===== config.mk =====
export PLATFORM = sky130hd
export DESIGN_NAME = cip_capture_prio
export DESIGN_NICKNAME = d
export VERILOG_FILES = /design/src/cip_pkg.sv /design/src/cip_capture_prio.sv /design/src/cip_prio_field.sv
export VERILOG_INCLUDE_DIRS = /design/src
export SDC_FILE = /design/constraint.sdc
export NUM_CORES = 1
export LEC_CHECK = 0
export ABC_AREA = 1
export BUFFER_PORTS_ARGS = -buffer_cell sky130_fd_sc_hd__buf_2
export CELL_PAD_IN_SITES_DETAIL_PLACEMENT = 1
export CELL_PAD_IN_SITES_GLOBAL_PLACEMENT = 2
export CORE_UTILIZATION = 22
export DETAILED_ROUTE_END_ITERATION = 6
export PLACE_DENSITY = 0.84
export SYNTH_ARGS = -nofsm -noshare
export SYNTH_HDL_FRONTEND = slang
export SYNTH_SLANG_ARGS = --single-unit
export TNS_END_PERCENT = 30

===== constraint.sdc =====
create_clock -name clock -period 1.2 [get_ports clock]
set_input_delay 0.06 -clock clock [delete_from_list [all_inputs] [get_ports clock]]
set_output_delay 0.06 -clock clock [all_outputs]
set_load 0.02 [all_outputs]

===== src/cip_regs.svh =====
`ifndef CIP_PRIO_REGS_SVH
`define CIP_PRIO_REGS_SVH

// byte address of the capture priority register on the bus
`define CIP_PRIO_OFFSET 32'h0000_0000
// field positions inside the 16-bit register
`define CIP_CH3_LSB 4
`define CIP_CH4_LSB 8
`define CIP_CH5_LSB 12
`define CIP_FIELD_W 3
// value every priority field takes at reset
`define CIP_FIELD_RESET 3'h4
// code that turns a source off
`define CIP_LEVEL_OFF 3'h0
// implemented bits of the register
`define CIP_REG_MASK 16'h7770
`define CIP_REG_W 16
// bus answer codes
`define CIP_RESP_OKAY 2'h0
`define CIP_RESP_DECERR 2'h3

`endif


===== src/cip_pkg.sv =====
package cip_pkg;

  typedef logic [2:0] cip_level_t;

  typedef enum logic [0:0] {
    CIP_WR_COLLECT,
    CIP_WR_RESP
  } cip_wr_state_t;

  typedef enum logic [0:0] {
    CIP_RD_IDLE,
    CIP_RD_RESP
  } cip_rd_state_t;

endpackage


===== src/cip_capture_prio.sv =====
`timescale 1ns/1ps
`include "cip_regs.svh"

module cip_capture_prio
  import cip_pkg::*;
#(
  parameter int ADDR_W = 4,
  parameter int DATA_W = 32
) (
  input wire logic clock,
  input wire logic sys_rst,
  // axi4-lite write address
  input wire logic [ADDR_W-1:0] s_axi_awaddr,
  input wire logic [2:0] s_axi_awprot,
  input wire logic s_axi_awvalid,
  output logic s_axi_awready,
  // axi4-lite write data
  input wire logic [DATA_W-1:0] s_axi_wdata,
  input wire logic [DATA_W/8-1:0] s_axi_wstrb,
  input wire logic s_axi_wvalid,
  output logic s_axi_wready,
  // axi4-lite write response
  output logic [1:0] s_axi_bresp,
  output logic s_axi_bvalid,
  input wire logic s_axi_bready,
  // axi4-lite read address
  input wire logic [ADDR_W-1:0] s_axi_araddr,
  input wire logic [2:0] s_axi_arprot,
  input wire logic s_axi_arvalid,
  output logic s_axi_arready,
  // axi4-lite read data
  output logic [DATA_W-1:0] s_axi_rdata,
  output logic [1:0] s_axi_rresp,
  output logic s_axi_rvalid,
  input wire logic s_axi_rready,
  // levels toward the interrupt arbiter
  output cip_level_t capture_ch3_level,
  output cip_level_t capture_ch4_level,
  output cip_level_t capture_ch5_level,
  // source enables toward the arbiter, low when the code is 000
  output logic [2:0] capture_src_enabled
);

  // the slave is written for a 32-bit data bus and word addressing
  if (DATA_W != 32) begin : g_bad_data_w
    $error("cip_capture_prio supports only a 32-bit data bus");
  end
  if (ADDR_W < 3 || ADDR_W > 32) begin : g_bad_addr_w
    $error("cip_capture_prio needs an address width of 3 to 32 bits");
  end

  localparam int NFIELD = 3;
  localparam int FIELD_LSB [NFIELD] = '{`CIP_CH3_LSB, `CIP_CH4_LSB, `CIP_CH5_LSB};

  // word decode shared by the read and write paths
  function automatic logic hits_reg(input logic [ADDR_W-1:0] addr);
    logic [31:0] wide;
    wide = 32'(addr);
    return ((wide >> 2) == (`CIP_PRIO_OFFSET >> 2));
  endfunction

  // write channel state
  cip_wr_state_t wr_state_r;
  cip_wr_state_t wr_state_nxt;
  logic aw_have_r;
  logic aw_have_nxt;
  logic w_have_r;
  logic w_have_nxt;
  logic [ADDR_W-1:0] aw_addr_r;
  logic [ADDR_W-1:0] aw_addr_nxt;
  logic [DATA_W-1:0] w_data_r;
  logic [DATA_W-1:0] w_data_nxt;
  logic [DATA_W/8-1:0] w_strb_r;
  logic [DATA_W/8-1:0] w_strb_nxt;
  logic awready_r;
  logic awready_nxt;
  logic wready_r;
  logic wready_nxt;
  logic bvalid_r;
  logic bvalid_nxt;
  logic [1:0] bresp_r;
  logic [1:0] bresp_nxt;
  logic reg_wr_en;

  // read channel state
  cip_rd_state_t rd_state_r;
  cip_rd_state_t rd_state_nxt;
  logic arready_r;
  logic arready_nxt;
  logic rvalid_r;
  logic rvalid_nxt;
  logic [DATA_W-1:0] rdata_r;
  logic [DATA_W-1:0] rdata_nxt;
  logic [1:0] rresp_r;
  logic [1:0] rresp_nxt;

  // register image assembled from the field flops
  cip_level_t field_level [NFIELD];
  logic [NFIELD-1:0] field_en;
  logic [`CIP_REG_W-1:0] reg_image;

  // address and data may arrive in either order; the write fires once both are held
  always_comb begin
    wr_state_nxt = wr_state_r;
    aw_have_nxt = aw_have_r;
    w_have_nxt = w_have_r;
    aw_addr_nxt = aw_addr_r;
    w_data_nxt = w_data_r;
    w_strb_nxt = w_strb_r;
    bvalid_nxt = bvalid_r;
    bresp_nxt = bresp_r;
    reg_wr_en = 1'b0;
    case (wr_state_r)
      CIP_WR_COLLECT: begin
        if (s_axi_awvalid && awready_r) begin
          aw_have_nxt = 1'b1;
          aw_addr_nxt = s_axi_awaddr;
        end
        if (s_axi_wvalid && wready_r) begin
          w_have_nxt = 1'b1;
          w_data_nxt = s_axi_wdata;
          w_strb_nxt = s_axi_wstrb;
        end
        if (aw_have_r && w_have_r) begin
          reg_wr_en = hits_reg(aw_addr_r);
          bresp_nxt = hits_reg(aw_addr_r) ? `CIP_RESP_OKAY : `CIP_RESP_DECERR;
          bvalid_nxt = 1'b1;
          aw_have_nxt = 1'b0;
          w_have_nxt = 1'b0;
          wr_state_nxt = CIP_WR_RESP;
        end
      end
      CIP_WR_RESP: begin
        if (s_axi_bready) begin
          bvalid_nxt = 1'b0;
          wr_state_nxt = CIP_WR_COLLECT;
        end
      end
      default: begin
        wr_state_nxt = CIP_WR_COLLECT;
        bvalid_nxt = 1'b0;
      end
    endcase
    // each ready stays low while its half is held or a response is pending
    awready_nxt = (wr_state_nxt == CIP_WR_COLLECT) && !aw_have_nxt;
    wready_nxt = (wr_state_nxt == CIP_WR_COLLECT) && !w_have_nxt;
  end

  always_ff @(posedge clock) begin
    if (sys_rst) begin
      wr_state_r <= CIP_WR_COLLECT;
      aw_have_r <= 1'b0;
      w_have_r <= 1'b0;
      aw_addr_r <= '0;
      w_data_r <= '0;
      w_strb_r <= '0;
      awready_r <= 1'b0;
      wready_r <= 1'b0;
      bvalid_r <= 1'b0;
      bresp_r <= `CIP_RESP_OKAY;
    end else begin
      wr_state_r <= wr_state_nxt;
      aw_have_r <= aw_have_nxt;
      w_have_r <= w_have_nxt;
      aw_addr_r <= aw_addr_nxt;
      w_data_r <= w_data_nxt;
      w_strb_r <= w_strb_nxt;
      awready_r <= awready_nxt;
      wready_r <= wready_nxt;
      bvalid_r <= bvalid_nxt;
      bresp_r <= bresp_nxt;
    end
  end

  // one field unit per capture channel; writes outside the mask have no flop to land in
  for (genvar i = 0; i < NFIELD; i++) begin : g_field
    cip_prio_field #(
      .LSB(FIELD_LSB[i])
    ) u_field (
      .clock(clock),
      .sys_rst(sys_rst),
      .wr_en(reg_wr_en),
      .wr_data(w_data_r),
      .wr_strb(w_strb_r),
      .level(field_level[i]),
      .enabled(field_en[i])
    );
  end

  // unimplemented bits are tied low in the read image
  always_comb begin
    reg_image = '0;
    for (int i = 0; i < NFIELD; i++) begin
      reg_image[FIELD_LSB[i] +: `CIP_FIELD_W] = field_level[i];
    end
    reg_image = reg_image & `CIP_REG_MASK;
  end

  // read answers one cycle after the address is taken; the image is sampled at the address handshake
  always_comb begin
    rd_state_nxt = rd_state_r;
    rvalid_nxt = rvalid_r;
    rdata_nxt = rdata_r;
    rresp_nxt = rresp_r;
    case (rd_state_r)
      CIP_RD_IDLE: begin
        if (s_axi_arvalid && arready_r) begin
          rvalid_nxt = 1'b1;
          if (hits_reg(s_axi_araddr)) begin
            rdata_nxt = 32'(reg_image);
            rresp_nxt = `CIP_RESP_OKAY;
          end else begin
            rdata_nxt = '0;
            rresp_nxt = `CIP_RESP_DECERR;
          end
          rd_state_nxt = CIP_RD_RESP;
        end
      end
      CIP_RD_RESP: begin
        if (s_axi_rready) begin
          rvalid_nxt = 1'b0;
          rd_state_nxt = CIP_RD_IDLE;
        end
      end
      default: begin
        rd_state_nxt = CIP_RD_IDLE;
        rvalid_nxt = 1'b0;
      end
    endcase
    arready_nxt = (rd_state_nxt == CIP_RD_IDLE);
  end

  always_ff @(posedge clock) begin
    if (sys_rst) begin
      rd_state_r <= CIP_RD_IDLE;
      arready_r <= 1'b0;
      rvalid_r <= 1'b0;
      rdata_r <= '0;
      rresp_r <= `CIP_RESP_OKAY;
    end else begin
      rd_state_r <= rd_state_nxt;
      arready_r <= arready_nxt;
      rvalid_r <= rvalid_nxt;
      rdata_r <= rdata_nxt;
      rresp_r <= rresp_nxt;
    end
  end

  // protection bits carry no meaning for this register
  logic unused_prot;
  assign unused_prot = ^{s_axi_awprot, s_axi_arprot};

  // bus outputs all come from flops
  assign s_axi_awready = awready_r;
  assign s_axi_wready = wready_r;
  assign s_axi_bvalid = bvalid_r;
  assign s_axi_bresp = bresp_r;
  assign s_axi_arready = arready_r;
  assign s_axi_rvalid = rvalid_r;
  assign s_axi_rdata = rdata_r;
  assign s_axi_rresp = rresp_r;

  // levels pass code-for-level; a disabled source is flagged so it can never win
  assign capture_ch3_level = field_level[0];
  assign capture_ch4_level = field_level[1];
  assign capture_ch5_level = field_level[2];
  assign capture_src_enabled = field_en;

endmodule


===== src/cip_prio_field.sv =====
`timescale 1ns/1ps
`include "cip_regs.svh"

// one 3-bit priority field with its byte-lane write and its enable flag
module cip_prio_field
  import cip_pkg::*;
#(
  parameter int LSB = `CIP_CH3_LSB
) (
  input wire logic clock,
  input wire logic sys_rst,
  input wire logic wr_en,
  input wire logic [31:0] wr_data,
  input wire logic [3:0] wr_strb,
  output cip_level_t level,
  output logic enabled
);

  cip_level_t field_r;
  cip_level_t field_nxt;
  logic enabled_r;
  logic enabled_nxt;

  // one strobe bit guards the field, so it must not cross a byte lane
  if (LSB < 0 || LSB + `CIP_FIELD_W > 32 || (LSB % 8) + `CIP_FIELD_W > 8) begin : g_bad_lsb
    $error("cip_prio_field needs its field inside one byte lane");
  end

  // a field never straddles a byte lane, so one strobe bit guards it
  always_comb begin
    field_nxt = field_r;
    if (wr_en && wr_strb[LSB / 8]) begin
      field_nxt = wr_data[LSB +: `CIP_FIELD_W];
    end
    enabled_nxt = (field_nxt != `CIP_LEVEL_OFF);
  end

  always_ff @(posedge clock) begin
    if (sys_rst) begin
      field_r <= `CIP_FIELD_RESET;
      enabled_r <= 1'b1;
    end else begin
      field_r <= field_nxt;
      enabled_r <= enabled_nxt;
    end
  end

  // code equals level: 001 lowest, 111 highest
  assign level = field_r;
  assign enabled = enabled_r;

endmodule


## Word-level counts from Yosys, hierarchy flattened

Cells that the tools add are included.

| cells by class | value |
|---|---|
| equal/unequal tests | 4 |
| bitwise logic cells | 4 |
| reductions and logical operators | 21 |
| mux-type cells | 26 |

Operator list:

| kind | number |
|---|---|
| zero test 32 bit | 2 |
| 2-to-1 mux 1 bit | 16 |
| 2-to-1 mux 15 bit | 1 |
| AND reduction 2 bit | 6 |
| 2-to-1 mux 3 bit | 3 |
| nonzero test 3 bit | 3 |
| logical AND 1 bit | 8 |
| inequality test 2 bit (second input constant) | 4 |
| case mux 1 bit (2 select lines) | 4 |
| 2-to-1 mux 2 bit | 2 |
| inverter 1 bit | 4 |
| zero test 1 bit | 2 |

| storage, ports and cells | value |
|---|---|
| output and inout bits | 53 |
| register bits | 78 |

## Longest topological paths before layout

Gate-level depths: netlist of run 1.

| depth | value |
|---|---|
| depth after elaboration | 6 |
| mapped depth | 7 |

## Cells and area by module

Synthesis of run 1 repeated with hierarchy kept, for this count alone.

| unflattened totals | value |
|---|---|
| cells, all modules | 444 |
| area total of the unflattened synthesis | 3017.9 um2 |

Modules (own cells, without submodules):

| module | area an instance (um2) | instances | cells an instance |
|---|---|---|---|
| cip_capture_prio | 2563.7 | 1 | 384 |
| cip_prio_field | 151.4 | 3 | 20 |

## Worst setup path before layout of run 1

Ideal clock, no wire load.

| path | value |
|---|---|
| kind | register to register |
| start point | register arready_r, in the netlist s_axi_arready |
| end point | register rdata_r[10], in the netlist s_axi_rdata[10] |
| arrival | 1.021 ns |
| stages on the path, launching flop included | 5 |
| clock period less this slack | 1.149 ns |
| setup slack | 0.051 ns |
| cells stage by stage | dfxtp_1 -> nand3_1 -> buf_2 -> a22oi_1 -> nor2_1 |

| on the way | value |
|---|---|
| longest elaborated chain between the ends | 2 |

RTL lines:

| element | line | RTL |
|---|---|---|
| start, declared | cip_capture_prio.sv:88 | `logic arready_r;` |
| start signal, assigned | cip_capture_prio.sv:242 | `arready_r <= arready_nxt;` |
| logical AND 1 bit | cip_capture_prio.sv:207 | `if (s_axi_arvalid && arready_r) begin` |
| AND reduction 2 bit (no source line) | n/a |  |
| end signal, assigned | cip_capture_prio.sv:244 | `rdata_r <= rdata_nxt;` |
| end, declared | cip_capture_prio.sv:92 | `logic [DATA_W-1:0] rdata_r;` |

No other way between the ends.
A chain may end at the register's enable or synchronous reset.

## Worst setup path after layout of run 1

| path | value |
|---|---|
| start point | register w_have_r |
| end point | register g_field[2].u_field.enabled_r |

| on the way | value |
|---|---|
| longest elaborated chain between the ends | 6 |

RTL lines:

| element | line | RTL |
|---|---|---|
| start, declared | cip_capture_prio.sv:67 | `logic w_have_r;` |
| start signal, assigned | cip_capture_prio.sv:164 | `w_have_r <= w_have_nxt;` |
| logical AND 1 bit | cip_capture_prio.sv:124 | `if (aw_have_r && w_have_r) begin` |
| 2-to-1 mux 1 bit | cip_capture_prio.sv:124 |  |
| 2-to-1 mux 1 bit | cip_capture_prio.sv:113 | `case (wr_state_r)` |
| logical AND 1 bit | cip_prio_field.sv:32 | `if (wr_en && wr_strb[LSB / 8]) begin` |
| 2-to-1 mux 3 bit | cip_prio_field.sv:32 |  |
| nonzero test 3 bit (no source line) | n/a |  |
| end signal, assigned | cip_prio_field.sv:44 | `enabled_r <= enabled_nxt;` |
| end, declared | cip_prio_field.sv:21 | `logic enabled_r;` |

No other way between the ends.

==> summary.md, run 1 <==
| Metric | Value |
|---|---|
| Yosys top cell by area | `dfxtp_1` |
| Multi-input logic area | `746 µm²` |
| Reg2reg path depth | `7` |
| Syn Area/Cell | `8.23 µm²` |
| First-pass GRT wire length | `approximately 6800 µm` |
| Die ar. | `between 8000 and 9000 µm²` |
| Met1 Use GR | `between 10% and 20%` |
| Pwr dens | `~1300 nW/µm²` |
| Met2 Resource Use GR | `15.9%` |
| Total gr overflow | `0` |
| Final core occ | `29.4%` |
| Die Ht | `slightly above 90 µm` |
| NetSw | `791 µW` |
| Top FF cell, synth | `dfxtp_1` |
| LEAKAGE | `between 0.001 and 0.0015 µW` |
| Setup Skew | `0.00633 ns` |
| Clk pwr share | `33.8%` |
| Tmin final | `about 1.2 ns` |
| Number of diodes | `0` |
| Final setup vio count | `0` |
| ANT nets after route | `0` |
| Cell with the most instances after synthesis | `nor2_1` |
| Die Width | `92.9 µm` |
| Post-DP HPWL | `between 3000 and 4000 µm` |
| Hold Slack | `0.00739 ns` |
| Max Cap Viol | `0` |
| Clock sinks | `45` |
| VDD IR max | `about 410 µV` |
| Top cells by count, synth | `nor2_1 (48), dfxtp_1 (45), buf_4 (28), nand2_1 (20), o21ai_0 (18)` |
| DR vias | `~1500` |
| Routability cong. | `0.690` |
| Crit Path Class | `reg2reg` |
| GRT Total Usage | `10.1%` |
| Fmax | `862 MHz` |
| Total CTS buffers | `5` |
| Sw frac | `between 20% and 30%` |
| WL per Instance | `roughly 11 µm` |
| Unrepaired setup endpoints after global routing | `true` |
| Skew-Pair Late Insertion Delay | `0.30 ns` |
| Synth Cell Area | `between 1500 and 2000 µm²` |
| Post-synth EDFFs | `0` |
| Sequential power share | `around 53%` |
| Top cells by area, synth | `dfxtp_1 (50%), buf_4 (12%), nor2_1 (9.9%), o21ai_0 (5.0%), nand2_1 (4.1%)` |
| CP Capture Type | `register` |
| Fillers | `between 900 and 1000` |
| DRT Wirelength | `4200 µm` |
| Yosys warnings | `0` |
| Async SR Flop Fraction | `0%` |
| Seq/Total Area, Yosys | `between 40 and 50%` |
| Int Power | `2220 µW` |
| Hold path cells | `3` |
| Status | `completed` |
| Via count of the first global-routing pass | `roughly 1500` |
| Worst Path Required | `approximately 1.4 ns` |
| # IOs | `110` |
| Initial core utilization | `between 20% and 30%` |
| Synth Instances | `221` |
| Layout cell share with drive strength beyond 1 | `32.6%` |
| Met3 Resource Use GR | `2.96%` |
| Clk root buf | `clkbuf_8` |
| Nets@finish | `approximately 340` |
| Layout area overhead | `26.8%` |
| Initial antenna violation count | `0` |
| Core Region | `between 7000 and 8000 µm²` |
| CP Launch Type | `register` |
| Share of the synthesized area in the top cell type | `49.6%` |
| Largest net degree at the start of global routing | `23` |
| Row count | `32` |
| Min-delay worst type | `in2reg` |
| CTS max path bufs | `2` |
| Distinct cells, synth | `21` |
| Post-route DRC | `0` |
| Number of vias per cell | `about 4.0` |
| IO Port Bufs | `approximately 50` |
| Yosys reg bits | `45` |
| Critical path peak fanout | `6` |
| Fin crit share | `a little over nine tenths` |
| Critical Path AT | `between 1 and 1.5 ns` |
| Initial DRT Pass Iterations | `4` |
| Worst-path clk slew | `roughly 0.080 ns` |
| Final hold vios | `0` |
| Combinational power share | `12.9%` |
| Sequential cell area | `approximately 900 µm²` |
| Number of H-tree levels | `2` |
| Slew Viols, Final | `0` |
| Busiest grt layer | `met2` |
| CTS tree | `built` |
| Initial DRC count | `71` |
-- kinds of logic after synthesis --
logic type | share of synthesized area (%)
AOI/OAI and AO/OA | 11.4
buffers and inverters | 16.7
DFF | 49.6
other | 0.206
and+or+nand+nor | 22.1
-- worst paths after layout --
check,from,endpoint,slack (ns)
max reg2reg,w_have_r,g_field[2].u_field.enabled,0.04
min reg2reg,rd_state_r,s_axi_rvalid,0.44
min,s_axi_wdata[9],w_data_r[9],0.007
max,w_have_r,g_field[2].u_field.enabled,0.04
-- cell usage in the layout (no fill, tap or decap), types with 7 or more instances in the layout --
cell      synthesis  routed
buf_2             3      51
nor2_1           48      47
dfxtp_1          45      42
conb_1            1      23
o21ai_0          18      16
nand2_1          20      14
buf_4            28      10
nand4_1           9       9
inv_1            10       9
a22oi_1           9       9
a21oi_1           7       7
clkbuf_8          0       7
-- power groups by stage --
stage / combinational (µW) / clock, µW / sequential, µW
2_1_floorplan: 287 / 0 / 1650
3_3_place_gp: 348 / 0 / 1630
3_5_place_dp: 355 / 0 / 1630
4_1_cts: 363 / 1070 / 1600
5_1_grt: 438 / 1130 / 1610
6_report: 388 / 1020 / 1600
-- state kept, by name (all words and copies together) (netlist names), 2 cells and up --
register	flops
aw_addr_r	2
w_strb_r	2
g_field.u_field.enabled	3
s_axi_rdata	9
w_data_r	9
g_field.u_field.level	9
-- critical path, cell delays in order, from the launching register on --
cell and delay, ns:
dfxtp_2 0.35, nand2_2 0.06, nor2_4 0.18, nand3_4 0.14, nand2_1 0.11, nand2_1 0.06
nor2_1 0.10, nand2_1 0.06
-- stage by stage --
stage | TNS [ns] | cells | total power (µW) | worst slack (ns) | cell area (µm²)
2_1_floorplan | 0 | 243 | 1940 | 0.0513 | 1900
5_1_grt | -0.185 | 381 | 3180 | -0.0665 | 2310
3_3_place_gp | 0 | 367 | 1980 | 0.000370 | 2080
4_1_cts | -0.0110 | 377 | 3030 | -0.0110 | 2210
6_report | 0 | 381 | 3010 | 0.0394 | 2310
3_5_place_dp | -0.0215 | 367 | 1990 | -0.0189 | 2080
-- layer usage --
metal,wire length (µm),up-vias,share of wire (%)
li1,-,789,-
met1,1840,695,44
met2,1950,51,46
met3,313,7,7.5
met4,95,0,2.3
met5,0,-,0
-- what timing repair did --
action | in CTS | in global routing
hold endpoints to repair | 2 | 0
setup endpoints to repair | 2 | 37
hold buffers | 2 | 0
pin swaps | 0 | 6
setup buffers | 0 | 4
gates resized for setup | 2 | 18
-- area by class of cell --
| type | instances | share of cell area [%] |
|---|---|---|
| Tap cell | 102 | 5.53 |
| Clock buffer | 7 | 4.18 |
| Multi-Input combinational cell | 150 | 32.3 |
| Sequential cell | 45 | 39.2 |
| Timing Repair Buffer | 65 | 16.5 |
| Inverter | 11 | 1.95 |
| Clock inverter | 1 | 0.217 |
(Power assumes the default switching activity.)
==> run 2: changes to the inputs <==
BUFFER_PORTS_ARGS = -buffer_cell sky130_fd_sc_hd__clkbuf_2   (was -buffer_cell sky130_fd_sc_hd__buf_2)
==> summary.md, run 2 (same netlist as run 1, synthesis figures left out) <==
| Metric | Value |
|---|---|
| Status | `completed` |
| CP Launch Type | `register` |
| Number of H-tree levels | `2 (unchanged)` |
| Via count of the first global-routing pass | `1410 (-4.0%)` |
| DP Area | `2090 µm² (+0.36%)` |
| GRT Total Usage | `9.51% (-0.55 points)` |
| Worst-path clk slew | `0.08 ns (about the same)` |
| Routability cong. | `0.689 (-0.23%)` |
| Layout area overhead | `23.7%` |
| Die ar. | `8630 µm² (unchanged)` |
| Number of diodes | `0 (unchanged)` |
| First-pass GRT wire length | `6450 µm (-4.9%)` |
| DR vias | `1525 (-1.1%)` |
| Initial DRC count | `24 (-66%)` |
| Post-route DRC | `0 (unchanged)` |
| IO Port Bufs | `51 (unchanged)` |
| Setup Skew | `0.0118 ns (+0.00551 ns)` |
| Initial antenna violation count | `0 (unchanged)` |
| Unrepaired setup endpoints after global routing | `true` |
| WL per Instance | `10.8 µm (-2.1%)` |
| Final hold vios | `0 (unchanged)` |
| LEAKAGE | `0.00104 µW (-2.8%)` |
| Largest net degree at the start of global routing | `23 (unchanged)` |
| Post-DP HPWL | `3240 µm (-0.57%)` |
| CTS max path bufs | `2 (unchanged)` |
| Die Ht | `92.9 µm (unchanged)` |
| Slew Viols, Final | `0 (unchanged)` |
| Critical Path AT | `1.34 ns (-0.02 ns)` |
| # IOs | `110 (unchanged)` |
| Total power | `2870 µW (-4.4%)` |
| Die Width | `92.9 µm (unchanged)` |
| Fmax | `869 MHz (+0.81%)` |
| Min-delay worst type | `in2reg` |
| Crit Path Class | `reg2reg` |
| CTS tree | `built` |
| Setup TNS | `0 ns (unchanged)` |
| DRT Wirelength | `4090 µm (-2.6%)` |
| Clk root buf | `clkbuf_8` |
| Total gr overflow | `0 (unchanged)` |
| Commonest cells after routing, fill and taps aside | `clkbuf_2 (51), nor2_1 (47), dfxtp_1 (43)` |
| Total CTS buffers | `5 (unchanged)` |
| Tmin final | `1.15 ns (-0.00932 ns)` |
| Final core occ | `28.7% (-0.73 points)` |
| ANT nets after route | `0 (unchanged)` |
| Core Region | `7850 µm² (unchanged)` |
| Fin area | `2250 µm² (-2.5%)` |
| Row count | `32 (unchanged)` |
| Final setup vio count | `0 (unchanged)` |
| VDD IR max | `400 µV (-3.4%)` |
| Nets@finish | `333 (-0.60%)` |
| Fillers | `953 (-2.8%)` |
| Layout cell share with drive strength beyond 1 | `30.7% (-1.9 points)` |
| Skew-Pair Late Insertion Delay | `0.30 ns (about the same)` |
| CP Capture Type | `register` |
| Critical path peak fanout | `6 (unchanged)` |
| Max Cap Viol | `0 (unchanged)` |
| Initial DRT Pass Iterations | `4 (unchanged)` |
| Worst Path Required | `1.39 ns (about the same)` |
| Number of vias per cell | `4.02 (-0.58%)` |
| Clock sinks | `45 (unchanged)` |
| Final cell count without fillers | `379 (-0.52%)` |
| Pwr dens | `1280 nW/µm² (-2.0%)` |
| Fin crit share | `95.9% (-0.78 points)` |
| Placed instance count | `368 (+0.27%)` |
| Most common cell after layout, fill and taps aside | `clkbuf_2` |
| Initial core utilization | `23.2% (unchanged)` |
==> run 2: worst max-delay path, stage by stage, from the launching register on <==
cell and delay [ns]:
dfxtp_2 0.34, nand2_2 0.06, nor2_4 0.18, nand3_4 0.14, nand2_2 0.10, nand2_1 0.05, nor2_1 0.12, nand2_1 0.06
==> run 2: power by group <==
part | leakage [µW] | internal [µW] | switching, µW
Combinational | 0.000634 | 125 | 248
Sequential | 0.000368 | 1560 | 42.2
Clock | 0.0000385 | 412 | 487
==> run 2: path summary, 6_finish.rpt <==
path | startpoint | to | slack (ns) | cells after the start
worst max-delay path | aw_have_r | g_field[1].u_field.enabled | 0.05 | 7
worst min-delay path | s_axi_awaddr[3] | aw_addr_r[3] | 0.007 | 3
worst max register to register | aw_have_r | g_field[1].u_field.enabled | 0.05 | 7
worst min register to register | rd_state_r | s_axi_rvalid | 0.43 | 1
==> run 2: what timing repair did <==
action / CTS / global route
gates resized for setup: 2 / 14
pin swaps: 0 / 5
endpoints found under the setup margin: 3 / 21
hold buffers: 2 / 0
buffers inserted: 0 / 1
hold endpoints to repair: 2 / 0
==> run 2: layout make-up <==
cell class	count	area [µm²]	share of cell area (%)
Multi-Input combinational cell	150	738	32.8
Sequential cell	45	903	40.2
Clock buffer	7	76.3	3.39
Inverter	11	41.3	1.84
Timing Repair Buffer	63	354	15.7
Clock inverter	1	7.51	0.334
Tap cell	102	128	5.68
==> run 2: layer usage <==
metal,GRT usage [%],wire [µm]
met5,0,0
met4,3.85,74
met3,3.20,320
met2,15.1,1850
met1,11.7,1850
==> run 2: per-stage QoR <==
| stage | hold slack, ns | worst slack, ns |
|---|---|---|
| floorplan | 0.138 | 0.0513 |
| global placement | 0.262 | 0.00119 |
| detailed placement | 0.268 | -0.00189 |
| CTS | 0.00271 | -0.00393 |
| global route | 0.0160 | -0.0804 |
| finish | 0.00699 | 0.0487 |
==> run 3: changes to the inputs <==
CELL_PAD_IN_SITES_DETAIL_PLACEMENT = not set   (was 1)
CELL_PAD_IN_SITES_GLOBAL_PLACEMENT = not set   (was 2)
CORE_UTILIZATION = 27   (was 22)
PLACE_DENSITY = 0.6   (was 0.84)
==> summary.md, run 3 (same netlist as run 1, synthesis figures left out) <==
| Metric | Value |
|---|---|
| Status | `finished with violations` |
| Failing checks | `DRC` |
| Worst-path cell chain | `nand2_1 -> nor2_4 -> nand3_4 -> nand2_1 -> nand2_1 -> nor2_1 -> nand2_1` |
| VDD IR max | `351 µV (-12%)` |
| Final core occ | `34.7% (+6.0 points)` |
| Reg2reg path depth | `7 (unchanged)` |
| Worst Path Required | `1.38 ns (about the same)` |
| Final hold vios | `0 (unchanged)` |
| Final setup vio count | `0 (unchanged)` |
| Number of H-tree levels | `2 (unchanged)` |
| CTS max path bufs | `2 (unchanged)` |
| Die Width | `84.1 µm (-9.5%)` |
| First-pass GRT wire length | `6090 µm (-5.7%)` |
| Post-DP HPWL | `2880 µm (-11%)` |
| Register-to-register setup slack | `0.05 ns (about the same)` |
| CP endpoint | `g_field[2].u_field.enabled` |
| Total CTS buffers | `5 (unchanged)` |
| Total gr overflow | `0 (unchanged)` |
| Fmax | `867 MHz (-0.22%)` |
| GRT Total Usage | `10.9% (+1.4 points)` |
| Nets@finish | `333 (unchanged)` |
| Critical path peak fanout | `6 (unchanged)` |
| RR Startpoint | `aw_have_r` |
| Dpl ws | `0.0316 ns (+0.0335 ns)` |
| FF-to-FF End | `g_field[2].u_field.enabled` |
| Worst-path clk slew | `0.08 ns (about the same)` |
| DRT Wirelength | `3760 µm (-8.0%)` |
| Unrepaired setup endpoints after global routing | `true` |
| Tmin final | `1.15 ns (+0.00250 ns)` |
| CP Launch Type | `register` |
| ANT nets after route | `0 (unchanged)` |
| Layout area overhead | `22.6%` |
| Row count | `29 (-9.4%)` |
| Pwr dens | `1340 nW/µm² (+4.5%)` |
| # IOs | `110 (unchanged)` |
| Die Ht | `84.1 µm (-9.5%)` |
| Number of vias per cell | `4.18 (+4.0%)` |
| LEAKAGE | `0.00105 µW (+1.3%)` |
| Buffers and inverters on the worst path | `0 (unchanged)` |
| Via count of the first global-routing pass | `1315 (-6.7%)` |
| Commonest cells after routing, fill and taps aside | `clkbuf_2 (51), nor2_1 (48), dfxtp_1 (43)` |
| Routability cong. | `0.692 (+0.45%)` |
| CP max-delay cell | `dfxtp_2` |
| CP Capture Type | `register` |
| Core Region | `6420 µm² (-18%)` |
| Fin crit share | `96.2% (+0.21 points)` |
| Post-route DRC | `16 (+16)` |
| Min-delay worst type | `in2reg` |
| Clk root buf | `clkbuf_8` |
| Initial DRT Pass Iterations | `7 (+3)` |
| Slew Viols, Final | `0 (unchanged)` |
| Delay-heaviest family, CP | `simple AND/OR/NAND/NOR gates` |
| DR vias | `1481 (-2.9%)` |
| CP most frequent cell | `nand2_1` |
| Number of diodes | `0 (unchanged)` |
| Max Cap Viol | `0 (unchanged)` |
| Final worst slack | `0.0462 ns (-0.00250 ns)` |
| Crit-path max cell delay | `0.34 ns (about the same)` |
| Setup Skew | `0.00465 ns (-0.00719 ns)` |
| Die ar. | `7070 µm² (-18%)` |
| CTS tree | `built` |
| Initial core utilization | `28.3% (+5.1 points)` |
| WP depth | `7 (unchanged)` |
| Critical Path AT | `1.34 ns (about the same)` |
| Most common cell after layout, fill and taps aside | `clkbuf_2` |
| Critical Path Source | `aw_have_r` |
| Largest net degree at the start of global routing | `23 (unchanged)` |
| Clock sinks | `45 (unchanged)` |
| Crit Path Class | `reg2reg` |
| Setup TNS | `0 ns (unchanged)` |
| Initial DRC count | `76 (+220%)` |
| Layout cell share with drive strength beyond 1 | `29.6% (-1.1 points)` |
| Initial antenna violation count | `0 (unchanged)` |
| IO Port Bufs | `51 (unchanged)` |
| Skew-Pair Late Insertion Delay | `0.29 ns (about the same)` |
| WL per Instance | `10.6 µm (-1.5%)` |
[run 3: cell count changes in the layout (fill, tap and decap cells not counted)]
cell        delta
buf_4          -1
buf_6          +1
clkbuf_1       -2
clkbuf_8       +2
clkinv_2       +1
clkinvlp_4     -1
nand2_1        +5
nand2_2        -5
nand3_1        -1
nand3_2        +1
nor2_1         +1
nor2_2         -1
[run 3: area by class of cell]
| type | instances | area (µm²) |
|---|---|---|
| Timing Repair Buffer | 63 | 358 |
| Clock buffer | 7 | 96.3 |
| Sequential cell | 45 | 903 |
| Fill cell | 697 | 4190 |
| Tap cell | 77 | 96.3 |
| Multi-Input combinational cell | 150 | 728 |
| Inverter | 11 | 41.3 |
| Clock inverter | 1 | 5.00 |
[run 3: power by group]
group / leakage [µW] / switching [µW] / internal, µW
registers: 0.000368 / 43.6 / 1560
clock network: 0.0000542 / 483 / 521
logic: 0.000632 / 244 / 124
total: 0.00105 / 771 / 2200
[run 3: how the worst min path moves through the flow]
stage	from	endpoint	slack [ns]	cells after the start
floorplan	sys_rst	s_axi_bvalid	0.14	1
global placement	s_axi_bready	s_axi_bvalid	0.26	2
detailed placement	s_axi_rready	s_axi_rvalid	0.27	2
CTS	s_axi_wdata[5]	w_data_r[5]	0.005	3
global route	s_axi_wdata[12]	w_data_r[12]	0.03	3
finish	s_axi_wdata[5]	w_data_r[5]	0.01	3
[run 3: metrics by stage]
stage               cell area (µm²)  power [µW]  std cells  hold WS [ns]
floorplan                      1900        1940        243         0.138
global placement               2060        1980        343         0.265
detailed placement             2060        1990        343         0.271
CTS                            2180        3000        353       0.00520
global route                   2230        3140        354        0.0329
finish                         2230        2970        354        0.0132
[run 3: worst reg2reg max path, stage by stage (launching register included)]
cell and delay (ns):
dfxtp_2 0.34, nand2_1 0.08, nor2_4 0.19, nand3_4 0.13
nand2_1 0.10, nand2_1 0.05, nor2_1 0.09, nand2_1 0.07
[run 3: per-layer routing]
layer / GRT usage, % / part of all wire, % / wire length [µm] / vias up
li1: - / - / - / 779
met1: 14.0 / 48 / 1820 / 652
met3: 2.67 / 5.3 / 199 / 2
met5: 0 / 0 / 0 / -
met4: 5.17 / 0.98 / 37 / 0
met2: 17.0 / 45 / 1710 / 48
[run 3: timing repair]
item                                   in CTS  in global routing
resized for setup                           0                 12
endpoints found under the hold margin       2                  0
hold buffers                                2                  0
buffers inserted                            0                  1
setup endpoints to repair                   0                 11
